$ cat src/logic/i2c_seg_consts.svh
`ifndef I2C_SEG_CONSTS_SVH
`define I2C_SEG_CONSTS_SVH

// register byte offsets
`define OFS_DATA        8'h00
`define OFS_CTRL_ONE    8'h04
`define OFS_CTRL_TWO    8'h08
`define OFS_STATUS      8'h0C
`define OFS_INT_FLAGS   8'h10
`define OFS_INT_MASK    8'h14

// bus_control_one request bits
`define REQ_START       0
`define REQ_SEND        1
`define REQ_RECV        2
`define REQ_STOP        3

// bus_status bits
`define FIN_CMD         0
`define FIN_TX          1
`define FIN_RX          2
`define FIN_NACK        3

// interrupt flag and mask bits
`define EV_CMD          0
`define EV_TX           1
`define EV_RX           2
`define EV_NACK         3
`define EV_OVERRUN      4
`define EV_UNDERRUN     5
`define EV_WIDTH        6

// reset values
`define INT_MASK_RESET  6'h00
`define ACK_SEL_RESET   1'b0

// timing: one bus bit is four quarters
`define CLK_PERIOD_NS   4
`define BIT_TIME_NS     10000
`define QUARTER_CYCLES  ((`BIT_TIME_NS / 4 + `CLK_PERIOD_NS - 1) / `CLK_PERIOD_NS)
`define ACK_SLOT        4'h8

`endif

$ cat src/logic/i2c_seg_pkg.sv
package i2c_seg_pkg;

  typedef logic [7:0]  addr_t;
  typedef logic [31:0] word_t;

  // segment currently in progress
  typedef enum logic [2:0] {
    SEG_IDLE  = 3'b000,
    SEG_START = 3'b001,
    SEG_SEND  = 3'b010,
    SEG_RECV  = 3'b011,
    SEG_STOP  = 3'b100
  } seg_e;

endpackage : i2c_seg_pkg

$ cat src/logic/i2c_master_segment_controller.sv
`timescale 1ns/1ns
`default_nettype none
`include "i2c_seg_consts.svh"

module i2c_master_segment_controller (
  input  wire logic               clock,
  input  wire logic               resetn,
  input  wire i2c_seg_pkg::addr_t reg_addr,
  input  wire i2c_seg_pkg::word_t reg_wdata,
  input  wire logic               reg_write,
  input  wire logic               reg_read,
  output var  i2c_seg_pkg::word_t reg_rdata,
  output logic                    irq,
  input  wire logic               scl_in,
  output logic                    scl_out,
  output logic                    scl_oe,
  input  wire logic               sda_in,
  output logic                    sda_out,
  output logic                    sda_oe
);
  import i2c_seg_pkg::*;

  localparam logic [9:0] QLAST = 10'(`QUARTER_CYCLES - 1);

  function automatic logic reg_hit(input addr_t a, input addr_t ofs);
    reg_hit = (a == ofs);
  endfunction : reg_hit

  seg_e                 seg_reg;
  logic [1:0]           quarter_reg;
  logic [3:0]           bit_reg;
  logic [9:0]           div_reg;
  logic [7:0]           tx_data_reg;
  logic [7:0]           tx_shift_reg;
  logic [7:0]           rx_shift_reg;
  logic [7:0]           rx_data_reg;
  logic                 tx_valid_reg;
  logic                 rx_full_reg;
  logic                 ack_select_reg;
  logic                 ack_sample_reg;
  logic [3:0]           fin_reg;
  logic [2:0]           fin_prev_reg;
  logic [`EV_WIDTH-1:0] int_flags_reg;
  logic [`EV_WIDTH-1:0] int_flags_next;
  logic [`EV_WIDTH-1:0] int_mask_reg;
  logic [`EV_WIDTH-1:0] events;
  logic                 scl_low_reg;
  logic                 sda_low_reg;
  logic [2:0]           scl_sync_reg;
  logic [2:0]           sda_sync_reg;
  logic                 scl_level_reg;
  logic                 sda_level_reg;
  logic                 wr_ctrl_one;
  logic                 req_ok;
  logic                 step;
  logic                 seg_done;
  logic                 bit_end;
  logic [3:0]           req;
  logic [3:0]           req_view;

  // register strobes and request acceptance
  assign req         = reg_wdata[3:0];
  assign wr_ctrl_one = reg_write && reg_hit(reg_addr, `OFS_CTRL_ONE);
  // two bits at once, or a request while busy, is refused outright
  assign req_ok      = wr_ctrl_one && (seg_reg == SEG_IDLE) && $onehot(req);

  // a quarter ends after its count; the end of quarter one waits for scl high
  assign step     = (seg_reg != SEG_IDLE) && (div_reg == QLAST)
                    && !((quarter_reg == 2'h1) && !scl_level_reg);
  assign bit_end  = step && (quarter_reg == 2'h3);
  assign seg_done = bit_end && ((seg_reg == SEG_START) || (seg_reg == SEG_STOP)
                    || (bit_reg == `ACK_SLOT));

  // open-drain lines: drive low or release
  assign scl_out = 1'b0;
  assign sda_out = 1'b0;
  assign scl_oe  = scl_low_reg;
  assign sda_oe  = sda_low_reg;

  // pin sampling: a level change counts once the second and third stage agree
  always_ff @(posedge clock or negedge resetn) begin
    if (!resetn) begin
      scl_sync_reg  <= 3'h7;
      sda_sync_reg  <= 3'h7;
      scl_level_reg <= 1'b1;
      sda_level_reg <= 1'b1;
    end else begin
      scl_sync_reg <= {scl_sync_reg[1:0], scl_in};
      sda_sync_reg <= {sda_sync_reg[1:0], sda_in};
      if (scl_sync_reg[1] == scl_sync_reg[2]) begin
        scl_level_reg <= scl_sync_reg[2];
      end
      if (sda_sync_reg[1] == sda_sync_reg[2]) begin
        sda_level_reg <= sda_sync_reg[2];
      end
    end
  end

  // quarter divider; holds at its end while a slave stretches scl
  always_ff @(posedge clock or negedge resetn) begin
    if (!resetn) begin
      div_reg <= 10'h000;
    end else if ((seg_reg == SEG_IDLE) || step) begin
      div_reg <= 10'h000;
    end else if (div_reg != QLAST) begin
      div_reg <= div_reg + 10'h001;
    end
  end

  // segment state: one pending segment at most
  always_ff @(posedge clock or negedge resetn) begin
    if (!resetn) begin
      seg_reg     <= SEG_IDLE;
      quarter_reg <= 2'h0;
      bit_reg     <= 4'h0;
    end else if (req_ok) begin
      quarter_reg <= 2'h0;
      bit_reg     <= 4'h0;
      case (1'b1)
        req[`REQ_START]: seg_reg <= SEG_START;
        req[`REQ_SEND]:  seg_reg <= SEG_SEND;
        req[`REQ_RECV]:  seg_reg <= SEG_RECV;
        default:         seg_reg <= SEG_STOP;
      endcase
    end else if (seg_done) begin
      seg_reg <= SEG_IDLE;
    end else if (step) begin
      quarter_reg <= quarter_reg + 2'h1;
      if (quarter_reg == 2'h3) begin
        bit_reg <= bit_reg + 4'h1;
      end
    end
  end

  // line drivers; frame order is up to software, so a stop from idle is not guarded
  always_ff @(posedge clock or negedge resetn) begin
    if (!resetn) begin
      scl_low_reg <= 1'b0;
      sda_low_reg <= 1'b0;
    end else if (req_ok) begin
      case (1'b1)
        req[`REQ_START]: sda_low_reg <= 1'b0;
        req[`REQ_SEND]:  sda_low_reg <= ~tx_data_reg[7];
        req[`REQ_RECV]:  sda_low_reg <= 1'b0;
        default:         sda_low_reg <= 1'b1;
      endcase
    end else if (step) begin
      case (seg_reg)
        SEG_START: begin
          if (quarter_reg == 2'h0) scl_low_reg <= 1'b0;
          if (quarter_reg == 2'h1) sda_low_reg <= 1'b1;
          if (quarter_reg == 2'h2) scl_low_reg <= 1'b1;
        end
        SEG_STOP: begin
          if (quarter_reg == 2'h0) scl_low_reg <= 1'b0;
          if (quarter_reg == 2'h2) sda_low_reg <= 1'b0;
        end
        SEG_SEND: begin
          if (quarter_reg == 2'h0) scl_low_reg <= 1'b1 ^ 1'b1;
          if (quarter_reg == 2'h2) scl_low_reg <= 1'b1;
          if ((quarter_reg == 2'h3) && (bit_reg != `ACK_SLOT)) begin
            // the slave owns sda in the ack slot
            sda_low_reg <= (bit_reg == 4'h7) ? 1'b0 : ~tx_shift_reg[6];
          end
        end
        SEG_RECV: begin
          if (quarter_reg == 2'h0) scl_low_reg <= 1'b0;
          if (quarter_reg == 2'h2) scl_low_reg <= 1'b1;
          if ((quarter_reg == 2'h3) && (bit_reg == 4'h7)) begin
            sda_low_reg <= ack_select_reg;
          end else if ((quarter_reg == 2'h3) && (bit_reg == `ACK_SLOT)) begin
            sda_low_reg <= 1'b0;
          end
        end
        default: begin
          scl_low_reg <= scl_low_reg;
        end
      endcase
    end
  end

  // shifters and ack sample; bytes move msb first
  always_ff @(posedge clock or negedge resetn) begin
    if (!resetn) begin
      tx_shift_reg   <= 8'h00;
      rx_shift_reg   <= 8'h00;
      ack_sample_reg <= 1'b0;
    end else if (req_ok && req[`REQ_SEND]) begin
      tx_shift_reg <= tx_data_reg;
    end else if (step && (seg_reg == SEG_SEND) && (quarter_reg == 2'h3)) begin
      tx_shift_reg <= {tx_shift_reg[6:0], 1'b0};
    end else if (step && (quarter_reg == 2'h1) && (bit_reg == `ACK_SLOT)) begin
      ack_sample_reg <= sda_level_reg;
    end else if (step && (seg_reg == SEG_RECV) && (quarter_reg == 2'h1)) begin
      rx_shift_reg <= {rx_shift_reg[6:0], sda_level_reg};
    end
  end

  // serial data register: writes feed the sender, reads return the received byte
  always_ff @(posedge clock or negedge resetn) begin
    if (!resetn) begin
      tx_data_reg  <= 8'h00;
      tx_valid_reg <= 1'b0;
      rx_data_reg  <= 8'h00;
      rx_full_reg  <= 1'b0;
    end else begin
      if (reg_write && reg_hit(reg_addr, `OFS_DATA)) begin
        tx_data_reg  <= reg_wdata[7:0];
        tx_valid_reg <= 1'b1;
      end else if (req_ok && req[`REQ_SEND]) begin
        tx_valid_reg <= 1'b0;
      end
      // a full slot keeps its byte; the new one is dropped
      if (seg_done && (seg_reg == SEG_RECV) && !rx_full_reg) begin
        rx_data_reg <= rx_shift_reg;
        rx_full_reg <= 1'b1;
      end else if (reg_read && reg_hit(reg_addr, `OFS_DATA)) begin
        rx_full_reg <= 1'b0;
      end
    end
  end

  // finished flags; a new request clears cmd, tx and rx, while the nack bit stays until a send or receive ends
  always_ff @(posedge clock or negedge resetn) begin
    if (!resetn) begin
      fin_reg      <= 4'h0;
      fin_prev_reg <= 3'h0;
    end else begin
      fin_prev_reg <= fin_reg[2:0];
      if (req_ok) begin
        fin_reg[2:0] <= 3'h0;
      end else if (seg_done) begin
        case (seg_reg)
          SEG_SEND: begin
            fin_reg[`FIN_TX]   <= 1'b1;
            fin_reg[`FIN_NACK] <= ack_sample_reg;
          end
          SEG_RECV: begin
            fin_reg[`FIN_RX]   <= 1'b1;
            fin_reg[`FIN_NACK] <= ack_sample_reg;
          end
          default: fin_reg[`FIN_CMD] <= 1'b1;
        endcase
      end
    end
  end

  // events: flag rises, nack on send, overrun, underrun
  always_comb begin
    events               = {`EV_WIDTH{1'b0}};
    events[`EV_CMD]      = fin_reg[`FIN_CMD] & ~fin_prev_reg[`FIN_CMD];
    events[`EV_TX]       = fin_reg[`FIN_TX] & ~fin_prev_reg[`FIN_TX];
    events[`EV_RX]       = fin_reg[`FIN_RX] & ~fin_prev_reg[`FIN_RX];
    events[`EV_NACK]     = seg_done && (seg_reg == SEG_SEND) && ack_sample_reg;
    events[`EV_OVERRUN]  = seg_done && (seg_reg == SEG_RECV) && rx_full_reg;
    events[`EV_UNDERRUN] = req_ok && req[`REQ_SEND] && !tx_valid_reg;
    // write one to clear, but a new event in the same cycle wins
    int_flags_next = int_flags_reg;
    if (reg_write && reg_hit(reg_addr, `OFS_INT_FLAGS)) begin
      int_flags_next = int_flags_reg & ~reg_wdata[`EV_WIDTH-1:0];
    end
    int_flags_next = int_flags_next | events;
  end

  // interrupt flags, mask and ack choice
  always_ff @(posedge clock or negedge resetn) begin
    if (!resetn) begin
      int_flags_reg  <= {`EV_WIDTH{1'b0}};
      int_mask_reg   <= `INT_MASK_RESET;
      ack_select_reg <= `ACK_SEL_RESET;
    end else begin
      int_flags_reg <= int_flags_next;
      if (reg_write && reg_hit(reg_addr, `OFS_INT_MASK)) begin
        int_mask_reg <= reg_wdata[`EV_WIDTH-1:0];
      end
      if (reg_write && reg_hit(reg_addr, `OFS_CTRL_TWO)) begin
        ack_select_reg <= reg_wdata[0];
      end
    end
  end

  // the top-level enable lives in the interrupt controller outside
  assign irq = |(int_flags_reg & int_mask_reg);

  // request bits read back as the pending segment
  always_comb begin
    req_view = 4'h0;
    case (seg_reg)
      SEG_START: req_view[`REQ_START] = 1'b1;
      SEG_SEND:  req_view[`REQ_SEND]  = 1'b1;
      SEG_RECV:  req_view[`REQ_RECV]  = 1'b1;
      SEG_STOP:  req_view[`REQ_STOP]  = 1'b1;
      default:   req_view = 4'h0;
    endcase
  end

  // read data stand one cycle after the strobe; unmapped reads give zero
  always_ff @(posedge clock or negedge resetn) begin
    if (!resetn) begin
      reg_rdata <= 32'h00000000;
    end else if (reg_read) begin
      case (reg_addr)
        `OFS_DATA:      reg_rdata <= {24'h000000, rx_data_reg};
        `OFS_CTRL_ONE:  reg_rdata <= {28'h0000000, req_view};
        `OFS_CTRL_TWO:  reg_rdata <= {31'h00000000, ack_select_reg};
        `OFS_STATUS:    reg_rdata <= {28'h0000000, fin_reg};
        `OFS_INT_FLAGS: reg_rdata <= {26'h0000000, int_flags_reg};
        `OFS_INT_MASK:  reg_rdata <= {26'h0000000, int_mask_reg};
        default:        reg_rdata <= 32'h00000000;
      endcase
    end else begin
      reg_rdata <= 32'h00000000;
    end
  end

  a_single_pending: assert property (
    @(posedge clock) disable iff (!resetn)
    $onehot0(req_view))
    else $error("more than one segment pending");

  a_ack_drive: assert property (
    @(posedge clock) disable iff (!resetn)
    (seg_reg == SEG_RECV) && (bit_reg == `ACK_SLOT) && (quarter_reg == 2'h1)
    |-> (sda_oe == ack_select_reg))
    else $error("receive ack slot not driven per ack_select");

  a_cmd_done: assert property (
    @(posedge clock) disable iff (!resetn)
    seg_done && ((seg_reg == SEG_START) || (seg_reg == SEG_STOP))
    |=> (req_view == 4'h0) && fin_reg[`FIN_CMD] ##1 int_flags_reg[`EV_CMD])
    else $error("command finish or its event missing");

  a_send_done: assert property (
    @(posedge clock) disable iff (!resetn)
    seg_done && (seg_reg == SEG_SEND)
    |=> !req_view[`REQ_SEND] && fin_reg[`FIN_TX] ##1 int_flags_reg[`EV_TX])
    else $error("send finish or its event missing");

  a_recv_done: assert property (
    @(posedge clock) disable iff (!resetn)
    seg_done && (seg_reg == SEG_RECV) && !rx_full_reg
    |=> rx_full_reg && fin_reg[`FIN_RX] && (rx_data_reg == $past(rx_shift_reg)))
    else $error("received byte not held");

  a_nack_event: assert property (
    @(posedge clock) disable iff (!resetn)
    seg_done && (seg_reg == SEG_SEND) && ack_sample_reg
    |=> int_flags_reg[`EV_NACK] && fin_reg[`FIN_NACK])
    else $error("nack after send not reported");

  a_overrun_keep: assert property (
    @(posedge clock) disable iff (!resetn)
    seg_done && (seg_reg == SEG_RECV) && rx_full_reg
    |=> int_flags_reg[`EV_OVERRUN] && $stable(rx_data_reg))
    else $error("overrun not flagged or byte overwritten");

  a_underrun_flag: assert property (
    @(posedge clock) disable iff (!resetn)
    req_ok && req[`REQ_SEND] && !tx_valid_reg |=> int_flags_reg[`EV_UNDERRUN])
    else $error("underrun not flagged");

  a_irq_masked: assert property (
    @(posedge clock) disable iff (!resetn)
    $rose(int_flags_reg[`EV_RX]) && !int_mask_reg[`EV_RX] && ((int_flags_reg & int_mask_reg) == 6'h00)
    |-> !irq)
    else $error("masked event reached irq");

  a_data_read: assert property (
    @(posedge clock) disable iff (!resetn)
    reg_read && (reg_addr == `OFS_DATA) |=> (reg_rdata[7:0] == $past(rx_data_reg)))
    else $error("data read does not return received byte");

endmodule : i2c_master_segment_controller
`default_nettype wire

$ cat config.mk
export PLATFORM = sky130hd
export DESIGN_NAME = i2c_master_segment_controller
export DESIGN_NICKNAME = d
export VERILOG_FILES = /design/src/logic/i2c_seg_pkg.sv /design/src/logic/i2c_master_segment_controller.sv
export VERILOG_INCLUDE_DIRS = /design/src /design/src/logic
export SDC_FILE = /design/constraint.sdc
export NUM_CORES = 1
export LEC_CHECK = 0
export ABC_CLOCK_PERIOD_IN_PS = 2600
export BUFFER_PORTS_ARGS = -buffer_cell sky130_fd_sc_hd__buf_2
export CAP_MARGIN = 20
export CORE_UTILIZATION = 56
export CTS_CLUSTER_SIZE = 24
export DETAILED_ROUTE_END_ITERATION = 8
export PLACE_DENSITY = 0.78
export SYNTH_ARGS = -nofsm -noshare
export SYNTH_HDL_FRONTEND = slang
export SYNTH_SLANG_ARGS = --single-unit
$ cat constraint.sdc
create_clock -name clock -period 2.6 [get_ports clock]
set_input_delay 0.13 -clock clock [delete_from_list [all_inputs] [get_ports clock]]
set_output_delay 0.13 -clock clock [all_outputs]
set_load 0.02 [all_outputs]
# Yosys cells after proc, flatten, opt, wreduce, memory -nomap -nowiden
# Cells that the tools add are included.
# classes
add_sub_neg,6
n_eq_ne,26
n_mux,47
n_bitwise,16
reduce_logical,64
# op_table
cell,n
$pmux W8 S6,1
$logic_and A1 B1 Y1,29
$mux W1,24
$mux W3,7
$mux W10,2
$reduce_bool A2 Y1,10
$eq A8 B4 Y1 const B,2
$eq A8 B5 Y1 const B,2
$mux W4,4
$mux W7,2
$and A6 B6 Y6,2
$reduce_and A3 Y1,4
$add A10 B1 Y10 const B,1
$eq A10 B10 Y1 const B,1
$ne A10 B10 Y1 const B,1
$not A1 Y1,9
$eq A8 B3 Y1 const B,1
$logic_not A8 Y1,1
$mux W8,1
$ne A4 B4 Y1 const B,2
$reduce_and A2 Y1,4
$eq A3 B1 Y1 const B,2
$eq A3 B2 Y1 const B,2
$mux W2,3
31 further kinds,42
# totals
regBits,91
input_bits,46
word_cells,185

# Longest topological paths before layout
# depth
depth_word,9
ltp_mapped,12
depth_no_buf,9

# Worst setup path after synthesis
# Ideal clock, no wire load.
# synth_path
path_kind,input -> register
from,input reg_wdata[1]
to,register tx_shift_reg[4]
arrival_time_ps,2612
required_ps,2533
path_slack_ps,-78
cell_stages,12
n_path_buf,3
cell_sequence,clkbuf_1 inv_1 fa_1 inv_1 ha_1 ha_1 nor4b_1 and3_1 clkbuf_1 buf_2 a32oi_1 nand2_1
# synth_between
elab_chain_len,6
word_cells_on_any_way,7
cone_classes,add/sub (2); eq/ne (1); mux (1); reduce/logical (3)
# synth_rtl
item,line_no,source
from (decl),i2c_master_segment_controller.sv:9,"input wire i2c_seg_pkg::word_t reg_wdata,"
$add A1 B1 Y2 (not written as such),i2c_master_segment_controller.sv:65,assign req_ok = wr_ctrl_one && (seg_reg == SEG_IDLE) && $onehot(req);
$add A2 B2 Y3 (not written as such),i2c_master_segment_controller.sv:65,
$eq A3 B1 Y1,i2c_master_segment_controller.sv:65,
$logic_and A1 B1 Y1,i2c_master_segment_controller.sv:65,
$logic_and A1 B1 Y1 (*),i2c_master_segment_controller.sv:188,end else if (req_ok && req[`REQ_SEND]) begin
$mux W7 or $reduce_bool A2 Y1 (tied branches),--,
to (signal assigned),i2c_master_segment_controller.sv:189,tx_shift_reg <= tx_data_reg;
to (signal assigned),i2c_master_segment_controller.sv:191,"tx_shift_reg <= {tx_shift_reg[6:0], 1'b0};"
to (decl),i2c_master_segment_controller.sv:34,logic [7:0] tx_shift_reg;
# Mark *: on every way between the ends. The rest lies on a longest branch, timed or not.
# A chain may end at the register's enable or synchronous reset.

# Worst setup path after layout
# layout_path
from,register div_reg[2]
to,register rx_data_reg[2]
# layout_between
elab_chain_len,7
# layout_rtl
item,line_no,source
from (decl),i2c_master_segment_controller.sv:32,logic [9:0] div_reg;
from (signal assigned),i2c_master_segment_controller.sv:106,div_reg <= div_reg + 10'h001;
$eq A10 B10 Y1,i2c_master_segment_controller.sv:68,assign step = (seg_reg != SEG_IDLE) && (div_reg == QLAST)
$logic_and A1 B1 Y1,i2c_master_segment_controller.sv:68,
$logic_and A1 B1 Y1,i2c_master_segment_controller.sv:69,&& !((quarter_reg == 2'h1) && !scl_level_reg);
$logic_and A1 B1 Y1,i2c_master_segment_controller.sv:70,assign bit_end = step && (quarter_reg == 2'h3);
$logic_and A1 B1 Y1,i2c_master_segment_controller.sv:71,assign seg_done = bit_end && ((seg_reg == SEG_START) || (seg_reg == SEG_STOP)
$logic_and A1 B1 Y1 (2 in a row),i2c_master_segment_controller.sv:214,if (seg_done && (seg_reg == SEG_RECV) && !rx_full_reg) begin
to (signal assigned),i2c_master_segment_controller.sv:215,rx_data_reg <= rx_shift_reg;
to (decl),i2c_master_segment_controller.sv:36,logic [7:0] rx_data_reg;
# No other way between the ends.

==> summary.txt <==
Outcome
  • Run status: completed

Final layout
  • Largest register FFs: 10
  • Area grow syn2layout: 11.8%
  • Fraction of layout cells with a size suffix above 1: around 23%
  • Final design utilization: around 65%
  • Net count reported at finish: ~530
  • N_diodes: 0
  • Post-Layout Cell Count: 582

Hold path
  • HP Class: in2reg
  • Worst Hold Depth: 2

Worst setup path
  • Critical Path AT: 2560 ps
  • CP Class: reg2reg
  • Crit Path Max Fanout: 7
  • Setup crit start kind: register
  • R2R cell count: 6
  • Worst path required time: about 2900 ps
  • CP endpoint kind: register

Clock network
  • CTS sink count: 91
  • Clock Path Buffers: 2
  • Root buf cell: clkbuf_8
  • Setup bufs post-CTS: 0
  • TritonCTS Buffers: 9
  • CTS tree: built
  • Worst-path clk slew: ~100 ps
  • Htree depth: 3
  • Clock Latency Late Sink: 370 ps
  • CTS resizes: 0

Power
  • Leakage: between 2 and 2.5 nW
  • Power Density: ~540 nW/µm²
  • Worst vdd ir: approximately 0.27 mV

Logic synthesis
  • Post-synth EDFFs: 0
  • Number of warnings issued by yosys: 0
  • Sequential fraction of the synthesis area: 50.4%
  • Unique cell type count in the Yosys netlist: 56
  • Cell Area, Synth: approximately 4500 µm²
  • Synthesized flop and latch total: 91
  • Cells after Synth: 429
  • Ys async rst share: 100%
  • Top FF cell, synth: dfrtp_1
  • Mean post-synth cell area: ~11 µm²

Die
  • # IOs: 83
  • Initial Utilization: 58.4%
  • Row count: 32
  • CORE AREA: about 7800 µm²
  • Die area: 8460 µm²
  • DIE WIDTH: ~92 µm
  • Die Span Y: between 90 and 100 µm

Place
  • Placed insts: between 500 and 600
  • Number of I/O port buffers: 32
  • Dpl ws: roughly 140 ps
  • RePlAce Congestion: ~0.83
  • DP Wirelength: 6460 µm

STA
  • Worst relative slew slack: 62.5%
  • Post-route setup slack: roughly 300 ps
  • Max Clk Rate: about 430 MHz
  • Max-slew violation count: 0
  • Worst-margin pin slew: ~560 ps
  • Final hold vios: 0
  • Fin crit period: roughly 2300 ps
  • RSZ-0062 raised after global routing: no
  • Endpoints failing setup: 0
  • Final clock skew: 14.2 ps
  • Final TNS setup: 0 ps
  • Fin crit share: roughly 90%

GRT
  • Total GRT Usage: 23.2%
  • Initial antenna violation count: 0
  • First-pass GRT wire length: between 15,000 and 20,000 µm
  • Pin count of the biggest net entering global routing: 89
  • Gr ovfl total: 0
  • Vias in the first global route: 3,117

Route
  • Wire length per cell: between 15 and 20 µm
  • Initial DRC count: 165
  • DR vias: about 3,200
  • Drc violations: 0
  • Pre-antenna DRT Iters: 4
  • Vias per cell: between 5 and 6
  • WL final: 8960 µm
  • ANT nets after route: 0

Run
  • MaxCap Viol Count: 0
[final cells by class]
class / count / area, µm²
Timing Repair Buffer: 53 / 353
Multi-Input combinational cell: 299 / 2000
Fill cell: 606 / 2700
Tap cell: 102 / 128
Sequential cell: 91 / 2290
Inverter: 21 / 78.8
Clock buffer: 10 / 128
Clock inverter: 6 / 96.3
[critical path: stages, from the launching register on]
cell	delay (ps)
dfrtp_1	440
nor4_4	350
and4_2	360
and4_1	320
nor2b_1	220
buf_4	170
mux2_2	330
[cells by family after synthesis]
| family | count (synthesis) | synth area share [%] |
|---|---|---|
| AO/OA/AOI/OAI | 61 | 9.16 |
| buffers and inverters | 64 | 7.64 |
| adder cells (fa/ha/maj) | 13 | 3.64 |
| XOR/XNOR | 10 | 1.93 |
| other | 1 | 0.0827 |
| flip-flops | 91 | 50.4 |
| multiplexers | 41 | 9.96 |
| AND/OR/NAND/NOR | 148 | 17.2 |
[synthesized netlist by cell type, drive strengths merged, types with 3 or more instances]
library cell | count | area, µm²
o21ai | 14 | 70.1
o31ai | 3 | 22.5
mux2i | 8 | 80.1
a31oi | 3 | 18.8
a22o | 4 | 35.0
dfrtp | 83 | 2080
clkbuf | 10 | 37.5
a32oi | 7 | 61.3
and3 | 4 | 25.0
nor2b | 6 | 37.5
a22oi | 6 | 45.0
nor3b | 4 | 30.0
buf | 33 | 230
nand4 | 7 | 50.1
nand3b | 3 | 22.5
nand3 | 21 | 105
nor4 | 3 | 33.8
nand2 | 41 | 154
nor3 | 6 | 35.0
o22ai | 4 | 25.0
xor2 | 4 | 35.0
inv | 21 | 78.8
dfstp | 8 | 210
and2 | 8 | 50.1
or3 | 3 | 18.8
nor2 | 31 | 119
ha | 10 | 125
mux2 | 33 | 372
and4 | 4 | 36.3
xnor2 | 6 | 52.6
a21oi | 9 | 45.0
[metrics by stage]
step                      cell area (µm²)  power [mW]  hold WS (ps)
after floorplan                      4640        1.64          -166
after global placement               4770        1.69           236
final                                5070        2.75          32.7
after CTS                            5040        2.77          22.3
after detailed placement             4770        1.70           236
after global routing                 5070        2.85          32.2
[worst paths after layout]
kind | start | slack (ps) | end
setup reg to reg | div_reg[2] | 300 | rx_data_reg[2]
setup / recovery | div_reg[2] | 300 | rx_data_reg[2]
hold reg to reg | scl_sync_reg[0] | 360 | scl_sync_reg[1]
min in group asynchronous | resetn | 150 | bit_reg[3]
max in group asynchronous | resetn | 1820 | sda_level_reg
hold / removal | reg_wdata[5] | 30 | int_mask_reg[5]
[where the power goes]
part / total [mW] / internal, mW / switching (mW) / leakage [nW]
logic: 0.204 / 0.0702 / 0.134 / 1.13
clock network: 1.07 / 0.553 / 0.516 / 0.109
registers: 1.48 / 1.45 / 0.0260 / 1.18
[routing by layer]
metal  part of all wire, %  vias up  GRT usage [%]
met3                   4.5       15           3.15
met5                     0        -              0
met4                   2.4        0           11.6
met2                    47      104           35.8
li1                      -     1544              -
met1                    46     1581           32.2
[layout by cell type, fill, tap and decap left out, drive strengths merged, types with 4 or more instances in the layout]
master       count
nand2           41
a22oi            6
and2             8
nand3           21
clkbuf          10
xor2             4
mux2            33
a22o             4
nor2            31
a21oi            9
a32oi            7
ha              10
o21ai           14
nor3             6
nor2b            6
and3             4
inv             23
dlygate4sd3      5
nor3b            4
xnor2            6
conb            26
o22ai            4
dfrtp           83
mux2i            8
dfstp            8
buf             48
and4             4
nand4            7
[repair_timing]
action	CTS	global route
endpoints found under the setup margin	0	0
hold buffers	5	0
endpoints found under the hold margin	7	0
Note: power is estimated with default switching activity, not from simulation.
